### config.mk
export PLATFORM = sky130hd
export DESIGN_NAME = ipc_irq_priority
export DESIGN_NICKNAME = d
export VERILOG_FILES = /design/src/hw/ipc_pkg.sv /design/src/hw/ipc_irq_priority.sv /design/src/hw/ipc_stack.sv
export SDC_FILE = /design/constraint.sdc
export NUM_CORES = 1
export LEC_CHECK = 0
export ABC_AREA = 1
export BUFFER_PORTS_ARGS = -buffer_cell sky130_fd_sc_hd__buf_2
export CORE_UTILIZATION = 39
export CTS_CLUSTER_DIAMETER = 100
export DETAILED_ROUTE_END_ITERATION = 7
export RECOVER_POWER = 50
export SLEW_MARGIN = 20
export SYNTH_ARGS = -nofsm -noshare
export SYNTH_HDL_FRONTEND = slang
export SYNTH_SLANG_ARGS = --single-unit
### constraint.sdc
create_clock -name ref_clk -period 3.2 [get_ports ref_clk]
set_input_delay 0.8 -clock ref_clk [delete_from_list [all_inputs] [get_ports ref_clk]]
set_output_delay 0.8 -clock ref_clk [all_outputs]
set_load 0.01 [all_outputs]
### src/hw/ipc_pkg.sv
package ipc_pkg;

    // Register byte addresses
    localparam logic [7:0] ADDR_PRIO_ONE = 8'h00;
    localparam logic [7:0] ADDR_PRIO_TWO = 8'h04;
    localparam logic [7:0] ADDR_PRIO_THREE = 8'h08;
    localparam logic [7:0] ADDR_RESET_CTRL = 8'h0C;
    localparam logic [7:0] ADDR_IRQ_CTL = 8'h10;
    localparam logic [7:0] ADDR_IRQ_CTL_TWO = 8'h14;
    localparam logic [7:0] ADDR_IRQ_CTL_THREE = 8'h18;
    localparam logic [7:0] ADDR_TMR0_CTRL = 8'h1C;
    localparam logic [7:0] ADDR_TMR0_COUNT = 8'h20;

    // Reset values and implemented-bit masks
    localparam logic [7:0] PRIO_ONE_RST = 8'hFF;
    localparam logic [7:0] PRIO_TWO_RST = 8'h5F;
    localparam logic [7:0] PRIO_TWO_MASK = 8'h5F;
    localparam logic [7:0] PRIO_THREE_RST = 8'hFF;
    localparam logic [7:0] RESET_CTRL_RST = 8'h1C;
    localparam logic [7:0] RESET_CTRL_MASK = 8'h9F;
    localparam logic [7:0] IRQ_CTL_RST = 8'h00;
    localparam logic [7:0] IRQ_CTL_TWO_RST = 8'h7F;
    localparam logic [7:0] IRQ_CTL_TWO_MASK = 8'h7F;
    localparam logic [7:0] IRQ_CTL_THREE_RST = 8'hC0;
    localparam logic [7:0] TMR0_CTRL_RST = 8'h40;
    localparam logic [7:0] TMR0_CTRL_MASK = 8'hC0;
    localparam logic [15:0] TMR0_COUNT_RST = 16'h0000;

    // Reset control fields
    localparam int RC_PRIO_EN = 7;
    localparam int RC_RESET_INSTR = 4;
    localparam int RC_WATCHDOG = 3;
    localparam int RC_POWER_DOWN = 2;
    localparam int RC_POWER_ON = 1;
    localparam int RC_BROWNOUT = 0;

    // Interrupt control fields
    localparam int CTL_GLOBAL_EN = 7;
    localparam int CTL_PERIPH_EN = 6;
    localparam int CTL_TMR0_EN = 5;
    localparam int CTL_EXT0_EN = 4;
    localparam int CTL_RB_EN = 3;
    localparam int CTL_TMR0_FLAG = 2;
    localparam int CTL_EXT0_FLAG = 1;
    localparam int CTL_RB_FLAG = 0;

    // Interrupt control two: edge select of ext i at CTL2_EDGE_TOP - i
    localparam int CTL2_EDGE_TOP = 6;
    localparam int CTL2_TMR0_PRIO = 2;
    localparam int CTL2_EXT3_PRIO = 1;
    localparam int CTL2_RB_PRIO = 0;

    // Interrupt control three: enable of ext i at base + i - 1
    localparam int CTL3_EXT2_PRIO = 7;
    localparam int CTL3_EXT1_PRIO = 6;
    localparam int CTL3_EN_BASE = 3;
    localparam int CTL3_FLAG_BASE = 0;

    // Peripheral priority special bits
    localparam int P1_SLAVE_PORT = 7;
    localparam int P3_TXB1 = 3;
    localparam int P3_TXB0 = 2;
    localparam int P3_RXB0 = 0;

    // Timer0 control fields
    localparam int T0_ON = 7;
    localparam int T0_EIGHT_BIT = 6;
    localparam logic [7:0] T0_LOW_MAX = 8'hFF;
    localparam logic [15:0] T0_FULL_MAX = 16'hFFFF;

    // CAN operating modes
    localparam logic [1:0] CAN_MODE_ZERO = 2'h0;
    localparam logic [1:0] CAN_MODE_ONE = 2'h1;

    // Stacks
    localparam int PC_W = 21;
    localparam int STACK_DEPTH = 31;
    localparam int PTR_W = 5;

    typedef struct packed {
        logic [7:0] working_register;
        logic [7:0] status;
        logic [7:0] bank_select_register;
    } ipc_ctx_t;

endpackage : ipc_pkg

### src/hw/ipc_irq_priority.sv
`timescale 1ns/100ps
module ipc_irq_priority
    import ipc_pkg::*;
(
    // Clock and reset
    input wire logic ref_clk,
    input wire logic nrst,
    // APB slave
    input wire logic psel,
    input wire logic penable,
    input wire logic pwrite,
    input wire logic [7:0] paddr,
    input wire logic [31:0] pwdata,
    output logic [31:0] prdata,
    output logic pready,
    output logic pslverr,
    // Interrupt sources
    input wire logic [23:0] periph_pend,
    input wire logic [3:0] ext_pin,
    input wire logic [3:0] portb_upper,
    input wire logic [1:0] can_mode,
    input wire logic micro_mode,
    // Reset causes
    input wire logic reset_instr_event,
    input wire logic power_on_event,
    input wire logic brownout_event,
    input wire logic watchdog_expiry_flag,
    input wire logic power_down_flag,
    // CPU core
    input wire logic core_sleeping,
    input wire logic irq_take,
    input wire logic irq_take_high,
    input wire logic [PC_W-1:0] take_pc,
    input wire ipc_ctx_t take_ctx,
    input wire logic ret_pop,
    output logic irq_high,
    output logic irq_low,
    output logic wake,
    output logic [PC_W-1:0] ret_pc,
    output ipc_ctx_t ret_ctx,
    output logic stack_full,
    output logic stack_empty
);

    logic [7:0] prio_one;
    logic [7:0] prio_two;
    logic [7:0] prio_three;
    logic [7:0] reset_ctrl;
    logic [7:0] irq_control_reg;
    logic [7:0] irq_control_reg_two;
    logic [7:0] irq_control_reg_three;
    logic [7:0] tmr0_ctrl;
    logic [15:0] tmr0_count;
    logic [3:0] ext_prev;
    logic [3:0] portb_prev;
    logic hist_valid;

    logic [23:0] avail;
    logic [23:0] prio_eff;
    logic [23:0] periph_ok;
    logic [3:0] ext_edge;
    logic [3:0] ext_irq_flag;
    logic [3:0] ext_irq_enable;
    logic portb_change;
    logic tmr0_wrap;
    logic [5:0] core_pend;
    logic [5:0] core_prio;
    logic priority_levels_enable;
    logic bus_take;
    logic bus_wr;
    logic addr_ok;
    logic [31:0] rd_word;
    logic next_high;
    logic next_low;

    // Which peripheral priority bits exist for the current mode
    function automatic logic [23:0] avail_mask(input logic micro, input logic [1:0] mode);
        logic [7:0] m1;
        logic [7:0] m3;
        m1 = 8'hFF;
        m3 = 8'hFF;
        m1[P1_SLAVE_PORT] = micro;
        if (mode != CAN_MODE_ZERO) begin
            m3[P3_TXB1] = 1'b0;
            m3[P3_TXB0] = 1'b0;
        end
        if (mode == CAN_MODE_ONE) begin
            m3[P3_RXB0] = 1'b0;
        end
        return {m3, PRIO_TWO_MASK, m1};
    endfunction : avail_mask

    function automatic logic addr_hit(input logic [7:0] a);
        return (a == ADDR_PRIO_ONE) || (a == ADDR_PRIO_TWO) || (a == ADDR_PRIO_THREE)
            || (a == ADDR_RESET_CTRL) || (a == ADDR_IRQ_CTL) || (a == ADDR_IRQ_CTL_TWO)
            || (a == ADDR_IRQ_CTL_THREE) || (a == ADDR_TMR0_CTRL)
            || (a == ADDR_TMR0_COUNT);
    endfunction : addr_hit

    assign priority_levels_enable = reset_ctrl[RC_PRIO_EN];
    // Bit 7 of register one follows micro_mode; bits 3, 2 and 0 of register three depend on the CAN mode
    assign avail = avail_mask(micro_mode, can_mode);
    assign prio_eff = {prio_three, prio_two, prio_one} & avail;
    assign periph_ok = periph_pend & avail;

    // Bus handshake: one wait state, answer at the edge after the first access cycle
    assign bus_take = psel && penable && !pready;
    assign bus_wr = psel && penable && pready && pwrite;
    assign addr_ok = addr_hit(paddr);

    // External pin edge detection
    genvar gi;
    generate
        for (gi = 0; gi < 4; gi++) begin : g_ext
            logic sel;
            assign sel = irq_control_reg_two[CTL2_EDGE_TOP - gi];
            assign ext_edge[gi] = hist_valid && (sel ? (ext_pin[gi] && !ext_prev[gi])
                                      : (!ext_pin[gi] && ext_prev[gi]));
        end
    endgenerate

    assign ext_irq_flag = {irq_control_reg_three[CTL3_FLAG_BASE +: 3],
                           irq_control_reg[CTL_EXT0_FLAG]};
    assign ext_irq_enable = {irq_control_reg_three[CTL3_EN_BASE +: 3],
                             irq_control_reg[CTL_EXT0_EN]};

    assign portb_change = hist_valid && (|(portb_upper ^ portb_prev));

    assign tmr0_wrap = tmr0_ctrl[T0_ON] && (tmr0_ctrl[T0_EIGHT_BIT]
        ? (tmr0_count[7:0] == T0_LOW_MAX) : (tmr0_count == T0_FULL_MAX));

    // Core sources: timer0, ext0, port-B change, ext1, ext2, ext3
    assign core_pend = {
        ext_irq_enable[3:1] & ext_irq_flag[3:1],
        irq_control_reg[CTL_RB_EN] && irq_control_reg[CTL_RB_FLAG],
        irq_control_reg[CTL_EXT0_EN] && irq_control_reg[CTL_EXT0_FLAG],
        irq_control_reg[CTL_TMR0_EN] && irq_control_reg[CTL_TMR0_FLAG]
    };
    assign core_prio = {
        irq_control_reg_two[CTL2_EXT3_PRIO],
        irq_control_reg_three[CTL3_EXT2_PRIO],
        irq_control_reg_three[CTL3_EXT1_PRIO],
        irq_control_reg_two[CTL2_RB_PRIO],
        1'b1,
        irq_control_reg_two[CTL2_TMR0_PRIO]
    };

    // Vector routing
    always_comb begin
        if (priority_levels_enable) begin
            next_high = irq_control_reg[CTL_GLOBAL_EN]
                && ((|(core_pend & core_prio)) || (|(periph_ok & prio_eff)));
            next_low = irq_control_reg[CTL_PERIPH_EN]
                && ((|(core_pend & ~core_prio)) || (|(periph_ok & ~prio_eff)));
        end else begin
            next_high = irq_control_reg[CTL_GLOBAL_EN] && ((|core_pend)
                || (irq_control_reg[CTL_PERIPH_EN] && (|periph_ok)));
            next_low = 1'b0;
        end
    end

    always_ff @(posedge ref_clk or negedge nrst) begin
        if (!nrst) begin
            irq_high <= 1'b0;
            irq_low <= 1'b0;
            wake <= 1'b0;
        end else begin
            irq_high <= next_high;
            irq_low <= next_low;
            wake <= core_sleeping && (|(ext_irq_enable & ext_irq_flag));
        end
    end

    // Input history; no edge is seen before the first real sample
    always_ff @(posedge ref_clk or negedge nrst) begin
        if (!nrst) begin
            ext_prev <= 4'h0;
            portb_prev <= 4'h0;
            hist_valid <= 1'b0;
        end else begin
            ext_prev <= ext_pin;
            portb_prev <= portb_upper;
            hist_valid <= 1'b1;
        end
    end

    // Peripheral priority registers
    always_ff @(posedge ref_clk or negedge nrst) begin
        if (!nrst) begin
            prio_one <= PRIO_ONE_RST;
            prio_two <= PRIO_TWO_RST;
            prio_three <= PRIO_THREE_RST;
        end else if (bus_wr) begin
            if (paddr == ADDR_PRIO_ONE) begin
                prio_one <= pwdata[7:0];
            end
            if (paddr == ADDR_PRIO_TWO) begin
                prio_two <= pwdata[7:0] & PRIO_TWO_MASK;
            end
            if (paddr == ADDR_PRIO_THREE) begin
                prio_three <= pwdata[7:0];
            end
        end
    end

    // Reset control: hardware cause events win over a software clear
    always_ff @(posedge ref_clk or negedge nrst) begin
        if (!nrst) begin
            reset_ctrl <= RESET_CTRL_RST;
        end else begin
            if (bus_wr && (paddr == ADDR_RESET_CTRL)) begin
                reset_ctrl[RC_PRIO_EN] <= pwdata[RC_PRIO_EN];
                reset_ctrl[RC_RESET_INSTR] <= pwdata[RC_RESET_INSTR] || reset_instr_event;
                reset_ctrl[RC_POWER_ON] <= pwdata[RC_POWER_ON] || power_on_event;
                reset_ctrl[RC_BROWNOUT] <= pwdata[RC_BROWNOUT] || brownout_event;
            end else begin
                reset_ctrl[RC_RESET_INSTR] <= reset_ctrl[RC_RESET_INSTR] || reset_instr_event;
                reset_ctrl[RC_POWER_ON] <= reset_ctrl[RC_POWER_ON] || power_on_event;
                reset_ctrl[RC_BROWNOUT] <= reset_ctrl[RC_BROWNOUT] || brownout_event;
            end
            reset_ctrl[RC_WATCHDOG] <= watchdog_expiry_flag;
            reset_ctrl[RC_POWER_DOWN] <= power_down_flag;
        end
    end

    // Interrupt control: flags set by hardware, cleared only by software
    always_ff @(posedge ref_clk or negedge nrst) begin
        if (!nrst) begin
            irq_control_reg <= IRQ_CTL_RST;
        end else begin
            logic [7:0] v;
            v = irq_control_reg;
            if (bus_wr && (paddr == ADDR_IRQ_CTL)) begin
                v = pwdata[7:0];
            end
            if (irq_take) begin
                if (priority_levels_enable && !irq_take_high) begin
                    v[CTL_PERIPH_EN] = 1'b0;
                end else begin
                    v[CTL_GLOBAL_EN] = 1'b0;
                end
            end
            v[CTL_TMR0_FLAG] = v[CTL_TMR0_FLAG] || tmr0_wrap;
            v[CTL_EXT0_FLAG] = v[CTL_EXT0_FLAG] || ext_edge[0];
            v[CTL_RB_FLAG] = v[CTL_RB_FLAG] || portb_change;
            irq_control_reg <= v;
        end
    end

    always_ff @(posedge ref_clk or negedge nrst) begin
        if (!nrst) begin
            irq_control_reg_two <= IRQ_CTL_TWO_RST;
        end else if (bus_wr && (paddr == ADDR_IRQ_CTL_TWO)) begin
            irq_control_reg_two <= pwdata[7:0] & IRQ_CTL_TWO_MASK;
        end
    end

    always_ff @(posedge ref_clk or negedge nrst) begin
        if (!nrst) begin
            irq_control_reg_three <= IRQ_CTL_THREE_RST;
        end else begin
            logic [7:0] v;
            v = irq_control_reg_three;
            if (bus_wr && (paddr == ADDR_IRQ_CTL_THREE)) begin
                v = pwdata[7:0];
            end
            v[CTL3_FLAG_BASE +: 3] = v[CTL3_FLAG_BASE +: 3] | ext_edge[3:1];
            irq_control_reg_three <= v;
        end
    end

    // Timer0: low byte only counts in 8-bit mode
    always_ff @(posedge ref_clk or negedge nrst) begin
        if (!nrst) begin
            tmr0_ctrl <= TMR0_CTRL_RST;
        end else if (bus_wr && (paddr == ADDR_TMR0_CTRL)) begin
            tmr0_ctrl <= pwdata[7:0] & TMR0_CTRL_MASK;
        end
    end

    always_ff @(posedge ref_clk or negedge nrst) begin
        if (!nrst) begin
            tmr0_count <= TMR0_COUNT_RST;
        end else if (bus_wr && (paddr == ADDR_TMR0_COUNT)) begin
            tmr0_count <= pwdata[15:0];
        end else if (tmr0_ctrl[T0_ON]) begin
            if (tmr0_ctrl[T0_EIGHT_BIT]) begin
                tmr0_count[7:0] <= tmr0_count[7:0] + 8'h01;
            end else begin
                tmr0_count <= tmr0_count + 16'h0001;
            end
        end
    end

    // Read mux
    always_comb begin
        rd_word = 32'h0000_0000;
        unique case (paddr)
            ADDR_PRIO_ONE: rd_word[7:0] = prio_eff[7:0];
            ADDR_PRIO_TWO: rd_word[7:0] = prio_eff[15:8];
            ADDR_PRIO_THREE: rd_word[7:0] = prio_eff[23:16];
            ADDR_RESET_CTRL: rd_word[7:0] = reset_ctrl & RESET_CTRL_MASK;
            ADDR_IRQ_CTL: rd_word[7:0] = irq_control_reg;
            ADDR_IRQ_CTL_TWO: rd_word[7:0] = irq_control_reg_two;
            ADDR_IRQ_CTL_THREE: rd_word[7:0] = irq_control_reg_three;
            ADDR_TMR0_CTRL: rd_word[7:0] = tmr0_ctrl;
            ADDR_TMR0_COUNT: rd_word[15:0] = tmr0_count;
            default: rd_word = 32'h0000_0000;
        endcase
    end

    always_ff @(posedge ref_clk or negedge nrst) begin
        if (!nrst) begin
            pready <= 1'b0;
            pslverr <= 1'b0;
            prdata <= 32'h0000_0000;
        end else begin
            pready <= bus_take;
            pslverr <= bus_take && !addr_ok;
            if (bus_take && !pwrite) begin
                prdata <= rd_word;
            end
        end
    end

    // Fast context saved on entry
    always_ff @(posedge ref_clk or negedge nrst) begin
        if (!nrst) begin
            ret_ctx <= '0;
        end else if (irq_take) begin
            ret_ctx <= take_ctx;
        end
    end

    ipc_stack u_stack (
        .ref_clk(ref_clk),
        .nrst(nrst),
        .push(irq_take),
        .push_data(take_pc),
        .pop(ret_pop),
        .pop_data(ret_pc),
        .full(stack_full),
        .empty(stack_empty)
    );

endmodule : ipc_irq_priority

### src/hw/ipc_stack.sv
`timescale 1ns/100ps
module ipc_stack
    import ipc_pkg::*;
(
    // Clock and reset
    input wire logic ref_clk,
    input wire logic nrst,
    // Push and pop
    input wire logic push,
    input wire logic [PC_W-1:0] push_data,
    input wire logic pop,
    output logic [PC_W-1:0] pop_data,
    // Occupancy
    output logic full,
    output logic empty
);

    localparam logic [PTR_W-1:0] PTR_MAX = PTR_W'(STACK_DEPTH);
    localparam logic [PTR_W-1:0] PTR_ONE = 5'h01;

    logic [PC_W-1:0] mem [STACK_DEPTH];
    logic [PTR_W-1:0] ptr;
    logic [PTR_W-1:0] next_ptr;
    logic do_push;
    logic do_pop;

    // Push beyond the top and pop of an empty stack are dropped
    assign do_push = push && (ptr != PTR_MAX);
    assign do_pop = pop && !push && (ptr != '0);

    always_comb begin
        next_ptr = ptr;
        if (do_push) begin
            next_ptr = ptr + PTR_ONE;
        end else if (do_pop) begin
            next_ptr = ptr - PTR_ONE;
        end
    end

    always_ff @(posedge ref_clk) begin
        if (do_push) begin
            mem[ptr] <= push_data;
        end
    end

    always_ff @(posedge ref_clk or negedge nrst) begin
        if (!nrst) begin
            ptr <= '0;
            full <= 1'b0;
            empty <= 1'b1;
        end else begin
            ptr <= next_ptr;
            full <= (next_ptr == PTR_MAX);
            empty <= (next_ptr == '0);
        end
    end

    always_ff @(posedge ref_clk or negedge nrst) begin
        if (!nrst) begin
            pop_data <= '0;
        end else if (do_pop) begin
            pop_data <= mem[ptr - PTR_ONE];
        end
    end

endmodule : ipc_stack

Yosys cells after proc, flatten, opt, wreduce, memory -nomap -nowiden
Memories as Yosys holds them, arrays and structs flattened. A register that Yosys moved wholly into a read port is not among the register bits.
Cells that the tools add are included.
Word-level totals
  bits in registers: 130
  memory bits (writable): 651
  input bits: 134
  output and inout port bits: 84
  logic and storage cells: 174
  memories kept: 1
Operators by class
  add/subtract/negate cells: 4
  eq/ne operators: 14
  muxes and demuxes: 26
  bitwise operators: 12
  reduce and logical (&&, ||, !) cells: 89
Memories
  u_stack.mem: words 31, width 21, rd ports 1, clocked after memory_dff 1, write ports 1, line ipc_stack.sv:21  | logic [PC_W-1:0] mem [STACK_DEPTH];
Operator list (number)
  $and 24x24->24: 4
  $pmux 8 s9: 1
  $reduce_or 24->1: 3
  $logic_and 1x1->1: 38
  $eq 8x5->1 const B: 4
  $mux 16: 2
  $mux 8: 4
  $not 24->24: 1
  $logic_or 1x1->1: 20
  $reduce_or 6->1: 3
  $add 16x1->16 const B: 1
  $eq 16x16->1 const B: 1
  $eq 8x4->1 const B: 2
  $logic_not 1->1: 14
  $mux 1: 13
  $and 6x6->6: 2
  $mux 5: 2
  $add 8x1->8 const B: 1
  $eq 8x3->1 const B: 1
  $eq 8x6->1 const B: 1
  $eq 8x8->1 const B: 1
  $logic_not 8->1: 1
  $reduce_and 2->1: 4
  $reduce_or 4->1: 2
  other kinds (16): 19

Longest topological paths before layout
  word-level depth: 11
  gate-level depth with buffers: 15
  gate-level depth less buffers: 13

Hierarchy
A second synthesis with hierarchy kept.
Second synthesis, totals
  cell total of the unflattened synthesis: 3475
  area total of the unflattened synthesis: 35178.7 µm²
By module, submodules not included
  ipc_stack: times used 1, cells an instance 2637, area each 28501.1 µm², sequential area each 20250.7 µm²
  ipc_irq_priority: times used 1, cells an instance 838, area each 6677.7 µm², sequential area each 3121.7 µm²

Worst setup path before layout
No wires, ideal clock.
  kind: input port to flip-flop
  start point: input irq_take
  end point: memory u_stack.mem[0][0] (enable)
  library setup time: 0.399 ns
  arrival time: 2.244 ns
  required time: 2.801 ns
  path slack: 0.558 ns
  stages: 5
  path buffers: 1
  cell sequence: buf_4 inv_2 nor2_4 nand2_1 nor2_1
On the way
  longest elaborated chain between the ends: 3
Ends and longest elaborated chain
  from (decl): line ipc_irq_priority.sv:31  | input wire logic irq_take,
  $logic_and 1x1->1: line ipc_stack.sv:28  | assign do_push = push && (ptr != PTR_MAX);
  $mux 1: line ipc_stack.sv:41  | if (do_push) begin
  $mux 1 (implied by the code): line ipc_stack.sv:42  | mem[ptr] <= push_data;
  to (decl): line ipc_stack.sv:21
Every way passes these cells.

Final worst setup path
  start point: register u_stack.ptr[0]
  end point: memory u_stack.mem[14][13] (enable)
On the way
  longest elaborated chain between the ends: 4
Ends and longest elaborated chain
  from (decl): line ipc_stack.sv:22  | logic [PTR_W-1:0] ptr;
  from (signal assigned): line ipc_stack.sv:52  | ptr <= next_ptr;
  $ne 5x5->1: line ipc_stack.sv:28
  $logic_and 1x1->1: line ipc_stack.sv:28
  $mux 1: line ipc_stack.sv:41
  $mux 1 (implied by the code): line ipc_stack.sv:42
Parallel ways exist; a longest one is shown, timed or not.

==> impl_metrics.csv <==
group,metric,value,unit
finish,nFillCells,8656,
grt,grt_usage,0.2037,
finish,drive_above_1_share,0.1366,
yosys,ys_async_sr_fraction,0.1883,
drt,wl_per_cell,18.56,µm
critical_path,worstPathCellList,"ha_1 -> nand2_1 -> nor2_1 -> ha_1 -> nor2_4 -> nand2_1 -> nor2_2 -> buf_4",
clock_network,cts_resized,0,
grt,antenna_found_initial,2,
placed_design,io_buffers,183,
floorplanning,fp.dieW,306.2,µm
critical_path,r2r-start,"u_stack.ptr[0]",
floorplanning,std_cell_rows,111,
finish,layout_common_cells,"1,166 x nand2_1, 651 x edfxtp_1, 547 x nand3_1",
floorplanning,die_area,93750,µm²
critical_path,worst_ep_arrival_time,2.93,ns
clock_network,clkLatencyLatePin,0.65,ns
sta,min_period,2.626,ns
finish,largest_reg_flops,651,
finish,seq_area,23380,µm²
critical_path,cp_num_buf_inv,1,
floorplanning,io_pins,218,
yosys,syn_inst,3698,
critical_path,start_kind,"flip-flop",
power_and_ir_drop,powerDensity,797.9,nW/µm²
worst_hold_path,min_path_cells,1,
clock_network,postCtsSetupBuffers,0,
critical_path,cp-end-kind,"flip-flop",
yosys,syn_area,36080,µm²
grt,grt_pass1_vias,24320,
power_and_ir_drop,p_int,20.84,mW
finish,layout_commonest_cell,"nand2_1",
yosys,synth-edff-count,651,
clock_network,cts_buffer_depth,3,
power_and_ir_drop,max-vdd-ir-drop,0.0008920,V
clock_network,cts_tree,"yes",
drt,drtIter0Drc,2232,
drt,drc_errors,0,
drt,ant_nets,0,
yosys,synth.yosys.seq_area_share,0.6477,
critical_path,cp_max_fo,14,
run,maxCapViolations,11,
sta,hold_slack,0.2518,ns
drt,vias,25320,
power_and_ir_drop,p_switching,12.06,mW
drt,wl,95580,µm
finish,syn_to_final_growth,14.24,%
status,status,"finished, violations left",
sta,finalSetupTns,0,ns
placed_design,hpwl,57510,µm
critical_path,crit_type,"reg -> reg",
power_and_ir_drop,p_seq_frac,0.374,
critical_path,cp.depth,8,
floorplanning,core_area,91660,µm²
yosys,synth_top_flop_cell,"edfxtp_1",
power_and_ir_drop,total_power,32.89,mW
yosys,synthDistinctLibCells,45,
floorplanning,initial_utilization,0.3937,
sta,rsz0062_at_grt,"false",
sta,setup_viol,0,
critical_path,rr_worst_depth,8,
yosys,avgSynthCellArea,9.758,µm²
clock_network,clk_pin_slew,0.06,ns
sta,finClkSkew,0.03924,ns
power_and_ir_drop,clkPwrFrac,0.293,
grt,overflow,0,
critical_path,rrSetupSlack,0.57,ns
drt,via_per_inst,4.917,
worst_hold_path,holdPathEnd,"reset_ctrl[2]",
critical_path,max_stage_delay,0.54,ns
sta,drv_slew,340,
finish,top_register,"u_stack.mem",
finish,largest_registers,"u_stack.mem x651, ret_ctx x24, u_stack.pop_data x21",
clock_network,cts-root-buf,"clkbuf_16",
finish,fin_nets,4029,
sta,finalCritPeriodShare,0.8205,
power_and_ir_drop,p_leak,17.62,nW
clock_network,h-tree-depth,3,
status,violations,"max-capacitance violations, max-slew violations",
finish,multi_input_area,9990,µm²
worst_hold_path,hold_class,"in -> reg",
clock_network,cts_inserted_buffers,87,
drt,drt-pass1-iter-count,7,
yosys,ys_warn_count,0,
power_and_ir_drop,swShare,0.3665,
clock_network,clock_sinks,802,
power_and_ir_drop,pwr-share-comb,0.332,
sta,finalHoldViolCount,0,
placed_design,place_congestion,0.9082,
grt,grt_pass1_wl,145800,µm
critical_path,path_delay_family,"simple AND/OR/NAND/NOR gates",
critical_path,cpMaxStageDelayCell,"dfrtp_4",
clock_network,holdBufCountCts,0,
finish,post-route-util,0.4497,
critical_path,cp.required,3.51,ns
floorplanning,die-height,306.2,µm
sta,worstMarginPinSlew,1.720,ns
sta,relSlewSlack,-0.1464,
worst_hold_path,hold_start,"power_down_flag",
sta,max_clock_freq,380.9,MHz
yosys,ys_seq_elements,802,
grt,grt_max_degree,196,
critical_path,timing.rr.end,"u_stack.mem[14][13]",
## per-layer routing
metal | up-vias | global-route usage | wire length (µm)
met1 | 12080 | 0.2797 | 42500
met4 | 2 | 0.06779 | 2727
met5 | - | 0 | 12
met2 | 767 | 0.3337 | 44910
met3 | 161 | 0.02682 | 5426
li1 | 12310 | - | -
## stage by stage
step | instances | worst slack [ns] | cell area (µm²)
final | 5149 | 0.5745 | 41220
after global routing | 5147 | 0.2301 | 41220
after global placement | 4985 | 0.5847 | 38540
after CTS | 5147 | 0.5749 | 41280
after detailed placement | 4985 | 0.5783 | 38540
after floorplan | 3713 | 0.5577 | 36140
## cell families after synthesis
family | synth area share
AOI/OAI and AO/OA | 0.01765
xor gates and xnor gates | 0.002670
adders and majority gates | 0.002427
buffers and inverters | 0.07972
DFF | 0.6477
other | 0.0002081
and+or+nand+nor | 0.2496
## synth_stat cells, drive strengths merged, types with 7 or more instances
library cell  number  area [µm²]
ha                 7       87.58
clkbuf            29       108.9
buf              147       883.3
or2               82       513.0
inv              501        1881
o211ai             7       52.55
nor2             243        1041
o21ai             82       410.4
dfrtp            115        2878
nor3              11       55.05
edfxtp           651       19550
a21oi             12       60.06
nand4             10       77.57
dfstp             36       945.9
nand3            551        2785
nand2           1183        4506
## layout make-up
| type | instances | share of cell area |
|---|---|---|
| sequential | 802 | 0.5670 |
| multi-input combinational | 2233 | 0.2423 |
| clock buffer | 127 | 0.05967 |
| inverter | 502 | 0.04607 |
| timing repair buffer | 262 | 0.04191 |
| tap | 1186 | 0.03600 |
| clock inverter | 35 | 0.006859 |
| antenna | 2 | 0.0001214 |
## power groups by stage
stage / Sequential [mW] / Clock (mW) / Combinational, mW
2_1_floorplan: 12.4 / 0 / 7.31
3_3_place_gp: 12.5 / 0 / 11.0
3_5_place_dp: 12.5 / 0 / 11.0
4_1_cts: 12.3 / 9.82 / 11.1
5_1_grt: 12.4 / 10.2 / 12.1
6_report: 12.3 / 9.65 / 10.9
## worst max-delay path by stage
stage | start | end | slack, ns
2_1_floorplan | irq_take | u_stack.mem[0][0] | 0.56
3_3_place_gp | u_stack.ptr[0] | u_stack.mem[18][9] | 0.58
3_5_place_dp | u_stack.ptr[0] | u_stack.mem[18][9] | 0.58
4_1_cts | u_stack.ptr[0] | u_stack.mem[18][7] | 0.57
5_1_grt | nrst | ret_ctx[2] | 0.23
6_report | u_stack.ptr[0] | u_stack.mem[14][13] | 0.57
No activity file was read; power rests on OpenSTA's default activity.
